**config.mk**
```make
export PLATFORM = sky130hd
export DESIGN_NAME = ism_top
export DESIGN_NICKNAME = d
export VERILOG_FILES = /design/src/include/ism_pkg.sv /design/src/rtl/ism_sync.sv /design/src/rtl/ism_top.sv
export SDC_FILE = /design/constraint.sdc
export NUM_CORES = 1
export LEC_CHECK = 0
export BUFFER_PORTS_ARGS = -buffer_cell sky130_fd_sc_hd__buf_4
export CAP_MARGIN = 40
export CORE_UTILIZATION = 54
export CTS_CLUSTER_DIAMETER = 150
export DETAILED_ROUTE_END_ITERATION = 8
export GPL_ROUTABILITY_DRIVEN = 0
export PLACE_DENSITY = 0.85
export SYNTH_ARGS = -nofsm -noshare
export SYNTH_HDL_FRONTEND = slang
export SYNTH_SLANG_ARGS = --single-unit
```
**constraint.sdc**
```tcl
create_clock -name clk_sys -period 4.5 [get_ports clk_sys]
set_input_delay 0.225 -clock clk_sys [delete_from_list [all_inputs] [get_ports clk_sys]]
set_output_delay 0.225 -clock clk_sys [all_outputs]
set_load 0.005 [all_outputs]
```
**src/include/ism_pkg.sv**
```systemverilog
// shared constants for the interrupt source mapping block
package ism_pkg;
   // identifier ranges of the controller inputs
   localparam int SHARED_BASE    = 32;   // first shared identifier
   localparam int SHARED_LAST    = 148;  // last shared identifier
   localparam int SHARED_COUNT   = SHARED_LAST - SHARED_BASE + 1;
   localparam int SHARED_SOURCES = 89;   // shared sources accepted
   localparam int PRIVATE_BASE   = 16;   // first private identifier
   localparam int PRIVATE_PER_CORE = 4;  // private sources per core
   localparam int TIMER_CHANNELS = 6;    // channels per six-channel timer
   localparam int USB_LINES      = 5;    // lines per usb controller
   localparam int POWER_LINES    = 4;    // power-management requests
   localparam int COMM_LINES     = 4;    // core communication requests

   // dedicated shared identifiers
   localparam int ID_DMA_FIRST_DONE   = 32;
   localparam int ID_DMA_FIRST_ABORT  = 33;
   localparam int ID_DMA_SECOND_DONE  = 34;
   localparam int ID_DMA_SECOND_ABORT = 35;
   localparam int ID_TIMER_A_FIRST    = 57;
   localparam int ID_TIMER_B_FIRST    = 63;
   localparam int ID_TIMER_B_LAST     = 68;
   localparam int ID_USB_OTG_FIRST    = 98;
   localparam int ID_USB_HOST_FIRST   = 103;
   localparam int ID_USB_HOST_LAST    = 107;
   localparam int ID_POWER_FIRST      = 115;
   localparam int ID_COMM_FIRST       = 123;
   localparam int ID_AXI_ERROR        = 127;
   localparam int ID_CPU_SLAVE_ERROR  = 142;
   localparam int ID_CPU_BUS_MONITOR  = 143;

   // private identifiers in use, order of the per-core port slice
   localparam int ID_PRIV_HYP_TIMER   = 26;
   localparam int ID_PRIV_VIRT_TIMER  = 27;
   localparam int ID_PRIV_SEC_TIMER   = 29;
   localparam int ID_PRIV_NSEC_TIMER  = 30;

   // reset levels of the synchronisers
   localparam logic SHARED_IDLE  = 1'h0;  // active-high shared inputs idle low
   localparam logic PRIVATE_IDLE = 1'h1;  // private inputs idle high

   typedef logic [SHARED_COUNT-1:0] ism_shared_t;

   // mark a span of identifiers in a shared-vector mask
   function automatic ism_shared_t ism_span(input int first,
                                            input int last);
      ism_shared_t m;
      m = '0;
      for (int i = first; i <= last; i++) begin
         m[i - SHARED_BASE] = 1'h1;
      end
      return m;
   endfunction : ism_span

   // identifiers that carry no source
   localparam ism_shared_t RESERVED_MASK =
      ism_span(36, 39) | ism_span(71, 71) | ism_span(79, 79) |
      ism_span(90, 91) | ism_span(119, 122) | ism_span(128, 141) |
      ism_span(147, 148);

   // identifiers driven by dedicated ports, not the generic vector
   localparam ism_shared_t DEDICATED_MASK =
      ism_span(ID_DMA_FIRST_DONE, ID_DMA_SECOND_ABORT) |
      ism_span(ID_TIMER_A_FIRST, ID_TIMER_B_LAST) |
      ism_span(ID_USB_OTG_FIRST, ID_USB_HOST_LAST) |
      ism_span(ID_POWER_FIRST, ID_POWER_FIRST + POWER_LINES - 1) |
      ism_span(ID_COMM_FIRST, ID_AXI_ERROR) |
      ism_span(ID_CPU_SLAVE_ERROR, ID_CPU_BUS_MONITOR);
endpackage : ism_pkg

```
**src/rtl/ism_sync.sv**
```systemverilog
// two-flop synchroniser for a bundle of level inputs
`timescale 1ns/100ps
module ism_sync #(
   parameter int   WIDTH    = 1,     // lines in the bundle
   parameter logic IDLE_VAL = 1'h0   // level held during reset
) (
   input  wire logic             clk_sys,
   input  wire logic             rst_b,
   input  wire logic [WIDTH-1:0] raw,
   output logic      [WIDTH-1:0] synced
);
   // both stages of the synchroniser, held as one record
   typedef struct packed {
      logic [WIDTH-1:0] meta;  // first stage, read only by second
      logic [WIDTH-1:0] hold;  // second stage, drives the output
   } ism_sync_st_t;

   ism_sync_st_t st_ff;   // registered stages
   ism_sync_st_t nxt_st;  // next value of the stages

   // shift one stage per clock; nothing but the hold stage reads meta
   always_comb begin
      nxt_st.meta = raw;
      nxt_st.hold = st_ff.meta;
   end

   // both stages reset to the idle level so nothing fires at start
   always_ff @(posedge clk_sys) begin
      if (!rst_b) begin
         st_ff <= '{meta: {WIDTH{IDLE_VAL}}, hold: {WIDTH{IDLE_VAL}}};
      end else begin
         st_ff <= nxt_st;
      end
   end

   // output taken straight from the second stage
   assign synced = st_ff.hold;
endmodule : ism_sync

```
**src/rtl/ism_top.sv**
```systemverilog
// interrupt source mapping and per-core request generation
`timescale 1ns/100ps
module ism_top #(
   parameter int NUM_CORES = 4,                   // processor cores
   parameter ism_pkg::ism_shared_t FAST_SEL = '0  // shared ids to fast
) (
   input  wire logic clk_sys,
   input  wire logic rst_b,
   input  wire logic [ism_pkg::SHARED_COUNT-1:0] other_shared_irq,
   input  wire logic dma_first_done_irq,
   input  wire logic dma_first_abort_irq,
   input  wire logic dma_second_done_irq,
   input  wire logic dma_second_abort_irq,
   input  wire logic [ism_pkg::TIMER_CHANNELS-1:0] six_channel_timer_a,
   input  wire logic [ism_pkg::TIMER_CHANNELS-1:0] six_channel_timer_b,
   input  wire logic [ism_pkg::USB_LINES-1:0] usb_otg_irq,
   input  wire logic [ism_pkg::USB_LINES-1:0] usb_host_irq,
   input  wire logic cpu_slave_error_irq,
   input  wire logic cpu_bus_monitor_irq,
   input  wire logic [ism_pkg::POWER_LINES-1:0] power_mgmt_request_n,
   input  wire logic [ism_pkg::COMM_LINES-1:0] core_comm_request_n,
   input  wire logic axi_error_request_n,
   input  wire logic [NUM_CORES*ism_pkg::PRIVATE_PER_CORE-1:0]
                     core_timer_request_n,
   output logic      [NUM_CORES-1:0] core_normal_request_n,
   output logic      [NUM_CORES-1:0] core_fast_request_n
);
   localparam int PW = NUM_CORES * ism_pkg::PRIVATE_PER_CORE;
   localparam int HI_W = ism_pkg::SHARED_COUNT + 4
                       + 2 * ism_pkg::TIMER_CHANNELS
                       + 2 * ism_pkg::USB_LINES + 2;
   localparam int LO_W = ism_pkg::POWER_LINES + ism_pkg::COMM_LINES
                       + 1 + PW;

   // whole state: the registered requests, active low
   typedef struct packed {
      logic [NUM_CORES-1:0] normal_n;
      logic [NUM_CORES-1:0] fast_n;
   } ism_state_t;

   ism_state_t          st_ff;        // registered state
   ism_state_t          nxt_st;       // next state
   logic [HI_W-1:0]     hi_raw;       // active-high bundle from pins
   logic [HI_W-1:0]     hi_sync;      // same, synchronised
   logic [LO_W-1:0]     lo_raw;       // active-low bundle from pins
   logic [LO_W-1:0]     lo_sync;      // same, synchronised
   ism_pkg::ism_shared_t shared_lvl;  // mapped shared inputs
   logic [PW-1:0]       priv_act;     // private inputs, asserted high
   logic                any_normal;   // shared level on normal path
   logic                any_fast;     // shared level on fast path

   // pack the pins; sources live in other domains so sync first
   assign hi_raw = {other_shared_irq,
                    dma_first_done_irq, dma_first_abort_irq,
                    dma_second_done_irq, dma_second_abort_irq,
                    six_channel_timer_a, six_channel_timer_b,
                    usb_otg_irq, usb_host_irq,
                    cpu_slave_error_irq, cpu_bus_monitor_irq};
   assign lo_raw = {power_mgmt_request_n, core_comm_request_n,
                    axi_error_request_n, core_timer_request_n};

   // shared bundle idles low during reset
   ism_sync #(
      .WIDTH    (HI_W),
      .IDLE_VAL (ism_pkg::SHARED_IDLE)
   ) u_sync_hi (
      .clk_sys (clk_sys),
      .rst_b   (rst_b),
      .raw     (hi_raw),
      .synced  (hi_sync)
   );

   // active-low bundle idles high during reset
   ism_sync #(
      .WIDTH    (LO_W),
      .IDLE_VAL (ism_pkg::PRIVATE_IDLE)
   ) u_sync_lo (
      .clk_sys (clk_sys),
      .rst_b   (rst_b),
      .raw     (lo_raw),
      .synced  (lo_sync)
   );

   // fixed routing onto shared identifiers; pure wiring, no config
   always_comb begin
      int b;  // bit cursor into the synchronised bundles
      int k;  // shared identifier index
      b = 0;
      k = 0;
      shared_lvl = '0;
      // generic sources at their own identifier, level high
      shared_lvl = hi_sync[HI_W-1 -: ism_pkg::SHARED_COUNT]
                 & ~ism_pkg::DEDICATED_MASK;
      b = HI_W - ism_pkg::SHARED_COUNT - 1;
      // dma controllers at fixed identifiers
      shared_lvl[ism_pkg::ID_DMA_FIRST_DONE - ism_pkg::SHARED_BASE]
         = hi_sync[b];
      shared_lvl[ism_pkg::ID_DMA_FIRST_ABORT - ism_pkg::SHARED_BASE]
         = hi_sync[b-1];
      shared_lvl[ism_pkg::ID_DMA_SECOND_DONE - ism_pkg::SHARED_BASE]
         = hi_sync[b-2];
      shared_lvl[ism_pkg::ID_DMA_SECOND_ABORT - ism_pkg::SHARED_BASE]
         = hi_sync[b-3];
      b = b - 4;
      // timer channels, channel 0 at the lowest identifier
      for (int i = 0; i < ism_pkg::TIMER_CHANNELS; i++) begin
         k = ism_pkg::ID_TIMER_A_FIRST - ism_pkg::SHARED_BASE + i;
         shared_lvl[k] = hi_sync[b - ism_pkg::TIMER_CHANNELS + 1 + i];
         k = ism_pkg::ID_TIMER_B_FIRST - ism_pkg::SHARED_BASE + i;
         shared_lvl[k] = hi_sync[b - 2*ism_pkg::TIMER_CHANNELS + 1 + i];
      end
      b = b - 2 * ism_pkg::TIMER_CHANNELS;
      // usb lines, line 0 at the lowest identifier
      for (int i = 0; i < ism_pkg::USB_LINES; i++) begin
         k = ism_pkg::ID_USB_OTG_FIRST - ism_pkg::SHARED_BASE + i;
         shared_lvl[k] = hi_sync[b - ism_pkg::USB_LINES + 1 + i];
         k = ism_pkg::ID_USB_HOST_FIRST - ism_pkg::SHARED_BASE + i;
         shared_lvl[k] = hi_sync[b - 2*ism_pkg::USB_LINES + 1 + i];
      end
      b = b - 2 * ism_pkg::USB_LINES;
      shared_lvl[ism_pkg::ID_CPU_SLAVE_ERROR - ism_pkg::SHARED_BASE]
         = hi_sync[b];
      shared_lvl[ism_pkg::ID_CPU_BUS_MONITOR - ism_pkg::SHARED_BASE]
         = hi_sync[b-1];
      // active-low sources inverted to present high
      for (int i = 0; i < ism_pkg::POWER_LINES; i++) begin
         k = ism_pkg::ID_POWER_FIRST - ism_pkg::SHARED_BASE + i;
         shared_lvl[k] = ~lo_sync[LO_W - ism_pkg::POWER_LINES + i];
      end
      for (int i = 0; i < ism_pkg::COMM_LINES; i++) begin
         k = ism_pkg::ID_COMM_FIRST - ism_pkg::SHARED_BASE + i;
         shared_lvl[k] = ~lo_sync[LO_W - ism_pkg::POWER_LINES
                                  - ism_pkg::COMM_LINES + i];
      end
      shared_lvl[ism_pkg::ID_AXI_ERROR - ism_pkg::SHARED_BASE]
         = ~lo_sync[PW];
      // reserved slots can never assert
      shared_lvl = shared_lvl & ~ism_pkg::RESERVED_MASK;
   end

   // private lines asserted while low; unused ids have no port
   assign priv_act = ~lo_sync[PW-1:0];

   // fast selection is a build-time choice, not a register
   assign any_fast   = |(shared_lvl & FAST_SEL);
   assign any_normal = |(shared_lvl & ~FAST_SEL);

   // one normal and one fast request per core, levels follow inputs
   always_comb begin
      nxt_st = st_ff;
      for (int c = 0; c < NUM_CORES; c++) begin
         // private sources of this core join its normal request
         nxt_st.normal_n[c] = ~(any_normal |
            (|priv_act[c*ism_pkg::PRIVATE_PER_CORE +:
                       ism_pkg::PRIVATE_PER_CORE]));
         nxt_st.fast_n[c] = ~any_fast;
      end
   end

   // register the state; requests idle high out of reset
   always_ff @(posedge clk_sys) begin
      if (!rst_b) begin
         st_ff <= '{normal_n: '1, fast_n: '1};
      end else begin
         st_ff <= nxt_st;
      end
   end

   assign core_normal_request_n = st_ff.normal_n;
   assign core_fast_request_n   = st_ff.fast_n;
endmodule : ism_top

```
* Word-level counts from Yosys, hierarchy flattened *
Index checks and enable logic that the tools add are counted.

operators by class
  add/sub/neg operators = 0
  multipliers = 0
  div/mod/pow operators = 0
  $lt $le $gt $ge = 0
  equal/unequal tests = 0
  shifts and indexed selects = 0
  muxes and demuxes = 0
  bitwise gates (word level) = 18
  reductions and logical operators = 5

operator list
  kind               number
  $reduce_or A89 Y1  1
  $not A16 Y16       1
  $reduce_or A4 Y1   4
  $not A1 Y1         13
  $or A1 B1 Y1       4

word-level totals
  register bits after elaboration = 341
  bits in latches = 0
  bits in writable memories = 0
  bits in read-only memories = 0
  input port bits = 172
  output and inout port bits = 8
  logic and storage cells = 29
  memories = 0

* Depth between registers and ports, before layout *
Gate-level depths: netlist (run 1).

  depth in word-level cells = 4
  gate-level depth with buffers = 4
  depth with buffers taken out = 4

* By module *
Synthesis (run 1) repeated with hierarchy kept, for this count alone.

second synthesis, totals
  cells, all modules = 764
  area, all modules = 9595.5 um^2

by module, submodules not included
  module                times used  cells an instance  area an instance (um^2)  sequential area each (um^2)
  ism_sync (u_sync_hi)  1           612                7858.8                   5805.6
  ism_sync (u_sync_lo)  1           105                1338.8                   1001.0
  ism_top               1           47                 397.9                    80.1

* Worst setup path after synthesis (run 1) *
Ideal clock, no wire load.

  kind = register to register
  start point = reg u_sync_hi.st_ff (netlist bit u_sync_hi.synced[39])
  end point = reg st_ff (netlist bit core_normal_request_n[0])
  arrival = 1.387 ns
  slack = 3.025 ns
  cell stages (with the launch flop) = 5
  clock period less this slack = 1.475 ns
  cells stage by stage = dfxtp_1 > nor4b_2 > nand4_1 > or4_4 > o31ai_1

on the way
  word-level cells in the longest chain between the ends = 3

ends and longest elaborated chain
  item                      line            RTL
  start: declaration        ism_sync.sv:18  ism_sync_st_t st_ff;
  start signal: assignment  ism_sync.sv:30  st_ff <= '{meta: {WIDTH{IDLE_VAL}}, hold: {WIDTH{IDLE_VAL}}};
  start signal: assignment  ism_sync.sv:32  st_ff <= nxt_st;
  $reduce_or A89 Y1         ism_top.sv:146  assign any_normal = |(shared_lvl & ~FAST_SEL);
  $or A1 B1 Y1              ism_top.sv:153  nxt_st.normal_n[c] = ~(any_normal |
  $not A1 Y1                ism_top.sv:153
  end signal: assignment    ism_top.sv:163  st_ff <= '{normal_n: '1, fast_n: '1};
  end signal: assignment    ism_top.sv:165  st_ff <= nxt_st;
  end: declaration          ism_top.sv:41   ism_state_t st_ff;

No other way between the ends.
A chain may end at the register's enable or synchronous reset.

* Final worst setup path (run 1) *
  start point = reg u_sync_hi.st_ff (netlist bit u_sync_hi.synced[23])
  end point = reg st_ff (netlist bit core_normal_request_n[0])

The elaborated chain is that of the path after synthesis.

==> results of run 1 <==
==> per-layer routing <==
layer,vias to the layer above,track usage [%]
met5,-,0
met4,0,8.81
met3,41,3.93
met2,110,46.8
met1,1848,21.8
li1,1962,-
==> critical path, stage by stage (launching register included) <==
cell and delay [ns]:
dfxtp_1 0.32, nor4_1 0.45, nand4_1 0.25, or4_4 0.58
o31ai_1 0.32
==> worst paths after layout <==
kind | end
min reg2reg | u_sync_lo.synced[17]$_SDFF_PN1_
max reg2reg | core_normal_request_n[0]$_SDFF_PN1_
max | core_normal_request_n[0]$_SDFF_PN1_
min | u_sync_lo.synced[20]$_SDFF_PN1_
==> state kept, by name (all words and copies together), names as in the netlist <==
signal / cells
u_sync_hi.nxt_st: 80
u_sync_hi.synced: 80
u_sync_lo.nxt_st: 25
u_sync_lo.synced: 25
core_normal_request_n: 4
==> cells in the final DEF, fill, tap and decap left out <==
| master | netlist | routed |
|---|---|---|
| dlygate4sd3_1 | 0 | 105 |
| clkbuf_1 | 23 | 1 |
| nor4_1 | 13 | 13 |
| nor4b_1 | 2 | 2 |
| and2_1 | 160 | 160 |
| nand4_1 | 8 | 8 |
| and4b_1 | 1 | 1 |
| bufinv_16 | 0 | 4 |
| nor3_1 | 2 | 2 |
| inv_6 | 0 | 1 |
| clkinv_2 | 0 | 4 |
| dfxtp_1 | 214 | 214 |
| nor4_2 | 1 | 1 |
| nand2b_1 | 50 | 50 |
| or4_4 | 1 | 1 |
| clkbuf_16 | 0 | 18 |
| nor4bb_1 | 1 | 1 |
| nand3_1 | 1 | 1 |
| o31ai_1 | 4 | 4 |
| nor4b_2 | 2 | 2 |
| buf_4 | 4 | 112 |
| or4_1 | 1 | 1 |
| and4_1 | 1 | 1 |
| conb_1 | 1 | 4 |
| clkbuf_8 | 0 | 8 |
==> metrics by stage <==
| step | cell area (sq um) | hold slack [ns] | power (mW) |
|---|---|---|---|
| global route | 8680 | 0.108 | 4.18 |
| detailed placement | 6910 | 0.393 | 2.23 |
| floorplan | 6010 | 0.326 | 2.13 |
| finish | 8680 | 0.0884 | 4.05 |
| global placement | 6910 | 0.390 | 2.22 |
| CTS | 8680 | 0.0662 | 4.05 |
==> power by group through the flow <==
stage | logic (mW) | clock network, mW | registers [mW]
2_1_floorplan | 0.0941 | 0 | 2.04
6_report | 0.265 | 1.77 | 2.01
4_1_cts | 0.256 | 1.79 | 2.01
5_1_grt | 0.289 | 1.87 | 2.01
3_5_place_dp | 0.181 | 0 | 2.05
3_3_place_gp | 0.175 | 0 | 2.04
==> kinds of logic (layout without fill, tap and decap cells) <==
family / Yosys count / after routing / synth area share, %
AO/OA/AOI/OAI: 4 / 4 / 0.500
other: 1 / 4 / 0.0625
buffers and inverters: 27 / 253 / 1.94
AND/OR/NAND/NOR: 244 / 244 / 26.1
flip-flops: 214 / 214 / 71.4
==> final cells by class <==
| class | count | area (sq um) |
|---|---|---|
| sequential | 214 | 4280 |
| clock inverter | 9 | 149 |
| clock buffer | 27 | 564 |
| timing repair buffer | 217 | 1890 |
| fill | 573 | 2160 |
| tap | 140 | 175 |
| multi-input combinational | 252 | 1610 |
==> timing repair <==
action,CTS,global route
setup buffers,0,0
endpoints found under the setup margin,0,0
hold buffers,105,0
hold endpoints to repair,105,0
==> flow_summary.toml, run 1 <==
[worst_hold_path]
hold_path_depth = 2
hp-start = "rst_b"
min-delay-path-class = "in2reg"

[die]
io_pins = 180
chipHeight_um = 107
placementRows = 38
die-area_sq_um = 11500
design.core.area_sq_um = 10800
floorplan.initialDensity_pct = 55.4
die_width_um = 107

[logic_synthesis]
synth_area_sq_um = 6000
ys_seq_area_share_pct = 71.4
count_of_cell_types_in_the_netlist = 19
syn_area_per_cell_sq_um = 12.2
ys_ff_latch = 214
library_cell_with_the_highest_instance_count_after_synthesis = "dfxtp_1"
ys_dominant_reg_cell = "dfxtp_1"
synth_top_cells_by_area = "dfxtp_1 71%, and2_1 17%, nand2b_1 5.2%, clkbuf_1 1.4%, nor4_1 1.4%"
yosys_warnings = 0
asyncSetResetFlopFracSynth_pct = 0
synth-edff-count = 0
post_synth_most_frequent_cells = "214 x dfxtp_1, 160 x and2_1, 50 x nand2b_1"
synth.largest_area_cell = "dfxtp_1"
post_synth_inst_count = 490
synth_largest_type_area_fraction_pct = 71.4

[power]
leakagePower_nw = 3.74
power.ir.vdd_worst_mv = 0.406
p_comb_share_pct = 6.5
power_density_nw_per_um2 = 466
p_sw_mw = 0.786
p_int_mw = 3.26
power.share.switching_pct = 19.4
seqPwrFrac_pct = 49.6
power_frac_clock_pct = 43.8

[route]
via_count = 3961
wl_met3_um = 538
met2WireLength_mm = 7.31
first_iter_violations = 190
drcViolationCount = 0
number_of_search_and_repair_iterations_in_the_first_detailed_routing_pass = 6
route.layer.met1.wl_mm = 4.57
drt-vias-per-instance = 4.61
antenna_violating_nets_post_route = 0
routedWlPerCell_um = 15.0
top_layer = "met4"
total_length_of_routed_wires_mm = 12.8

[sta]
final.setup.tns_ns = 0
fin_crit_ns = 2.03
finClkSkew_ns = 0.0196
slew_headroom_pct = 54.0
timing.final.ws_setup_ns = 2.47
min_period_over_period_pct = 45.1
worst-slew-pin-transition_ns = 0.689
final_hold_violating_endpoints = 0
setup_violating_endpoint_count_in_the_final_report = 0
final-max-slew-violation-count = 0
rsz0062_at_grt = "false"
maxClockFrequency_mhz = 492

[cells_and_area]
post_route_cells_drive_above_1_share_pct = 21.0
post_layout_nonfiller_instances = 859
syn2layout_area_growth_pct = 44.6
final_nets = 878
antenna-diode-count = 0
final_core_density_pct = 80.0

[setup_path]
crit_start = "u_sync_hi.synced[23]$_SDFF_PN0_"
critical_path.endpoint_type = "flip-flop"
critPathRequiredTime_ns = 4.91
ff2ff_setup_slack_ns = 2.47
crit_type = "reg2reg"
ff2ff_path_depth = 4
crit_arrival_ns = 2.44
worst_r2r_startpoint = "u_sync_hi.synced[23]$_SDFF_PN0_"
startpoint_type = "flip-flop"
largest_driver_fanout_on_the_critical_path = 4

[run_status]
run_status = "completed"

[flow_run]
maxCapViolCount = 0

[cts]
ctsRootBufferMaster = "clkbuf_8"
clkSinkCount = 214
cts.htree.levels = 1
clockBufferDepth = 3
clk_pin_slew_ns = 0.07
clk_lat_worst_skew_ns = 0.53
tritoncts = "done"
ctsResizeCount = 0
cts_made_buffers = 21

[global_route]
vias_in_the_first_global_route = 4242
grt_first_pass_wirelength_mm = 19.8
antenna_found_initial = 0
grtUsageTotal_pct = 22.7
grt_start_max_net_pins = 95
globalRouteOverflowTotal = 0

[place]
post-place-cells = 718
io_buffers = 110
dp_worst_setup_slack_ns = 2.68
dp.final_hpwl_mm = 5.91
No activity file was read; power rests on OpenSTA's default activity.
==> inputs of run 2 (changes only) <==
--- a/config.mk
+++ b/config.mk
@@ -7,11 +7,11 @@
 export LEC_CHECK = 0
 export BUFFER_PORTS_ARGS = -buffer_cell sky130_fd_sc_hd__buf_4
 export CAP_MARGIN = 40
-export CORE_UTILIZATION = 54
+export CORE_UTILIZATION = 45
 export CTS_CLUSTER_DIAMETER = 150
 export DETAILED_ROUTE_END_ITERATION = 8
 export GPL_ROUTABILITY_DRIVEN = 0
-export PLACE_DENSITY = 0.85
+export PLACE_DENSITY = 0.76
 export SYNTH_ARGS = -nofsm -noshare
 export SYNTH_HDL_FRONTEND = slang
 export SYNTH_SLANG_ARGS = --single-unit
==> constraint.sdc (replaced) <==
create_clock -name clk_sys -period 1.7 [get_ports clk_sys]
set_input_delay 0.085 -clock clk_sys [delete_from_list [all_inputs] [get_ports clk_sys]]
set_output_delay 0.085 -clock clk_sys [all_outputs]
set_load 0.005 [all_outputs]
==> flow_summary.toml, run 2 (synthesized netlist as in run 1, its figures left out) <==
[cts]
cts.htree.levels = 1
tritoncts = "done"
ctsRootBufferMaster = "clkbuf_16"
cts_made_buffers = 21
post_cts.repair.setup_buffers = 0
clockBufferDepth = 3
clk_lat_worst_skew_ns = 0.47
clkSinkCount = 214
clk_pin_slew_ns = 0.06

[place]
dp_worst_setup_slack_ns = -0.142
io_buffers = 110
post-place-cells = 753
dp.final_hpwl_mm = 6.13

[power]
power_frac_clock_pct = 42.5
p_sw_mw = 2.01
leakagePower_nw = 3.75
p_int_mw = 8.44
seqPwrFrac_pct = 50.8
power.ir.vdd_worst_mv = 0.741
power.share.switching_pct = 19.3
p_comb_share_pct = 6.7
power_density_nw_per_um2 = 1190

[die]
floorplan.initialDensity_pct = 46.8
placementRows = 41
design.core.area_sq_um = 12800
die_width_um = 117
die-area_sq_um = 13800
chipHeight_um = 117
io_pins = 180

[route]
drcViolationCount = 0
total_length_of_routed_wires_mm = 11.0
via_count = 3841
first_iter_violations = 129
number_of_search_and_repair_iterations_in_the_first_detailed_routing_pass = 4
antenna_violating_nets_post_route = 0
drt-vias-per-instance = 4.30
routedWlPerCell_um = 12.3

[cells_and_area]
layout_common_cells = "213 x dfxtp_1, 160 x and2_1, 114 x buf_4, 105 x dlygate4sd3_1, 50 x nand2b_1"
fill_cells = 901
final_core_density_pct = 68.3
post_route_cells_drive_above_1_share_pct = 21.9
final_nets = 881
final_common_cell = "dfxtp_1"
post_layout_nonfiller_instances = 894
antenna-diode-count = 0
syn2layout_area_growth_pct = 45.9

[setup_path]
largest_driver_fanout_on_the_critical_path = 4
critical_path.endpoint_type = "flip-flop"
crit_arrival_ns = 2.12
ff2ff_setup_slack_ns = -0.03
startpoint_type = "flip-flop"
critPathRequiredTime_ns = 2.08
crit_type = "reg2reg"

[global_route]
grt_first_pass_wirelength_mm = 18.2
grt_start_max_net_pins = 148
antenna_found_initial = 0
globalRouteOverflowTotal = 0
grtUsageTotal_pct = 16.2
vias_in_the_first_global_route = 4076

[sta]
final_hold_violating_endpoints = 0
setup_violating_endpoint_count_in_the_final_report = 1
hold_slack_ns = 0.167
worst-slew-pin-transition_ns = 0.520
rsz0062_at_grt = "true"
slew_headroom_pct = 65.3
fin_crit_ns = 1.73
finClkSkew_ns = 0.00853
timing.final.ws_setup_ns = -0.0333
maxClockFrequency_mhz = 577
final-max-slew-violation-count = 0
min_period_over_period_pct = 102

[run_status]
run_status = "finished, violations left"
failing_checks = "setup timing"

[worst_hold_path]
min-delay-path-class = "in2reg"

[flow_run]
maxCapViolCount = 0
## run 2: through the flow
stage	TNS (ns)	power, mW	instance area, sq um
2_1_floorplan	0	5.65	6010
3_3_place_gp	-0.368	5.89	6990
3_5_place_dp	-0.521	5.92	6990
4_1_cts	-0.123	10.6	8760
5_1_grt	-0.315	10.9	8760
6_report	-0.0333	10.5	8760
## run 2: final timing paths
| check | depth (start not counted) | from | end |
|---|---|---|---|
| worst max-delay path | 4 | u_sync_hi.synced[72]$_SDFF_PN0_ | core_normal_request_n[2]$_SDFF_PN1_ |
| worst min-delay path | 3 | rst_b | u_sync_lo.nxt_st[20]$_SDFF_PN1_ |
| worst max register to register | 4 | u_sync_hi.synced[72]$_SDFF_PN0_ | core_normal_request_n[2]$_SDFF_PN1_ |
| worst min register to register | 1 | u_sync_lo.nxt_st[1]$_SDFF_PN1_ | u_sync_lo.synced[1]$_SDFF_PN1_ |
## run 2: per-layer routing
metal	track usage (%)	up-vias	part of all wire (%)
li1	-	1970	-
met1	16.8	1760	39
met2	32.1	86	54
met3	3.10	25	3.8
met4	5.61	0	2.7
met5	0	-	0
## run 2: area by class of cell
| cell class | count | area, sq um | area share [%] |
|---|---|---|---|
| Tap cell | 172 | 215 | 2.46 |
| Clock buffer | 27 | 578 | 6.60 |
| Clock inverter | 9 | 104 | 1.19 |
| Sequential cell | 214 | 4290 | 48.9 |
| Timing Repair Buffer | 220 | 1930 | 22.0 |
| Multi-Input combinational cell | 252 | 1650 | 18.8 |
## run 2: worst max-delay path, cell delays in order, from the launching register on
cell and delay, ns:
dfxtp_1 0.29, nor4_1 0.38, nand4_1 0.23, or4_4 0.52, o31ai_2 0.23
## run 2: timing repair
item                                   in CTS  in global routing
setup endpoints to repair                   4                  4
gates resized for setup                     7                  0
endpoints found under the hold margin     105                  0
cloned                                      0                  0
pin swaps                                   6                  0
hold buffers                              105                  0
## run 2: power by group through the flow
stage               clock network [mW]  registers, mW  logic [mW]
floorplan                            0           5.40       0.249
global placement                     0           5.41       0.483
detailed placement                   0           5.42       0.498
CTS                               4.55           5.31       0.699
global route                      4.76           5.33       0.770
finish                            4.44           5.31       0.703
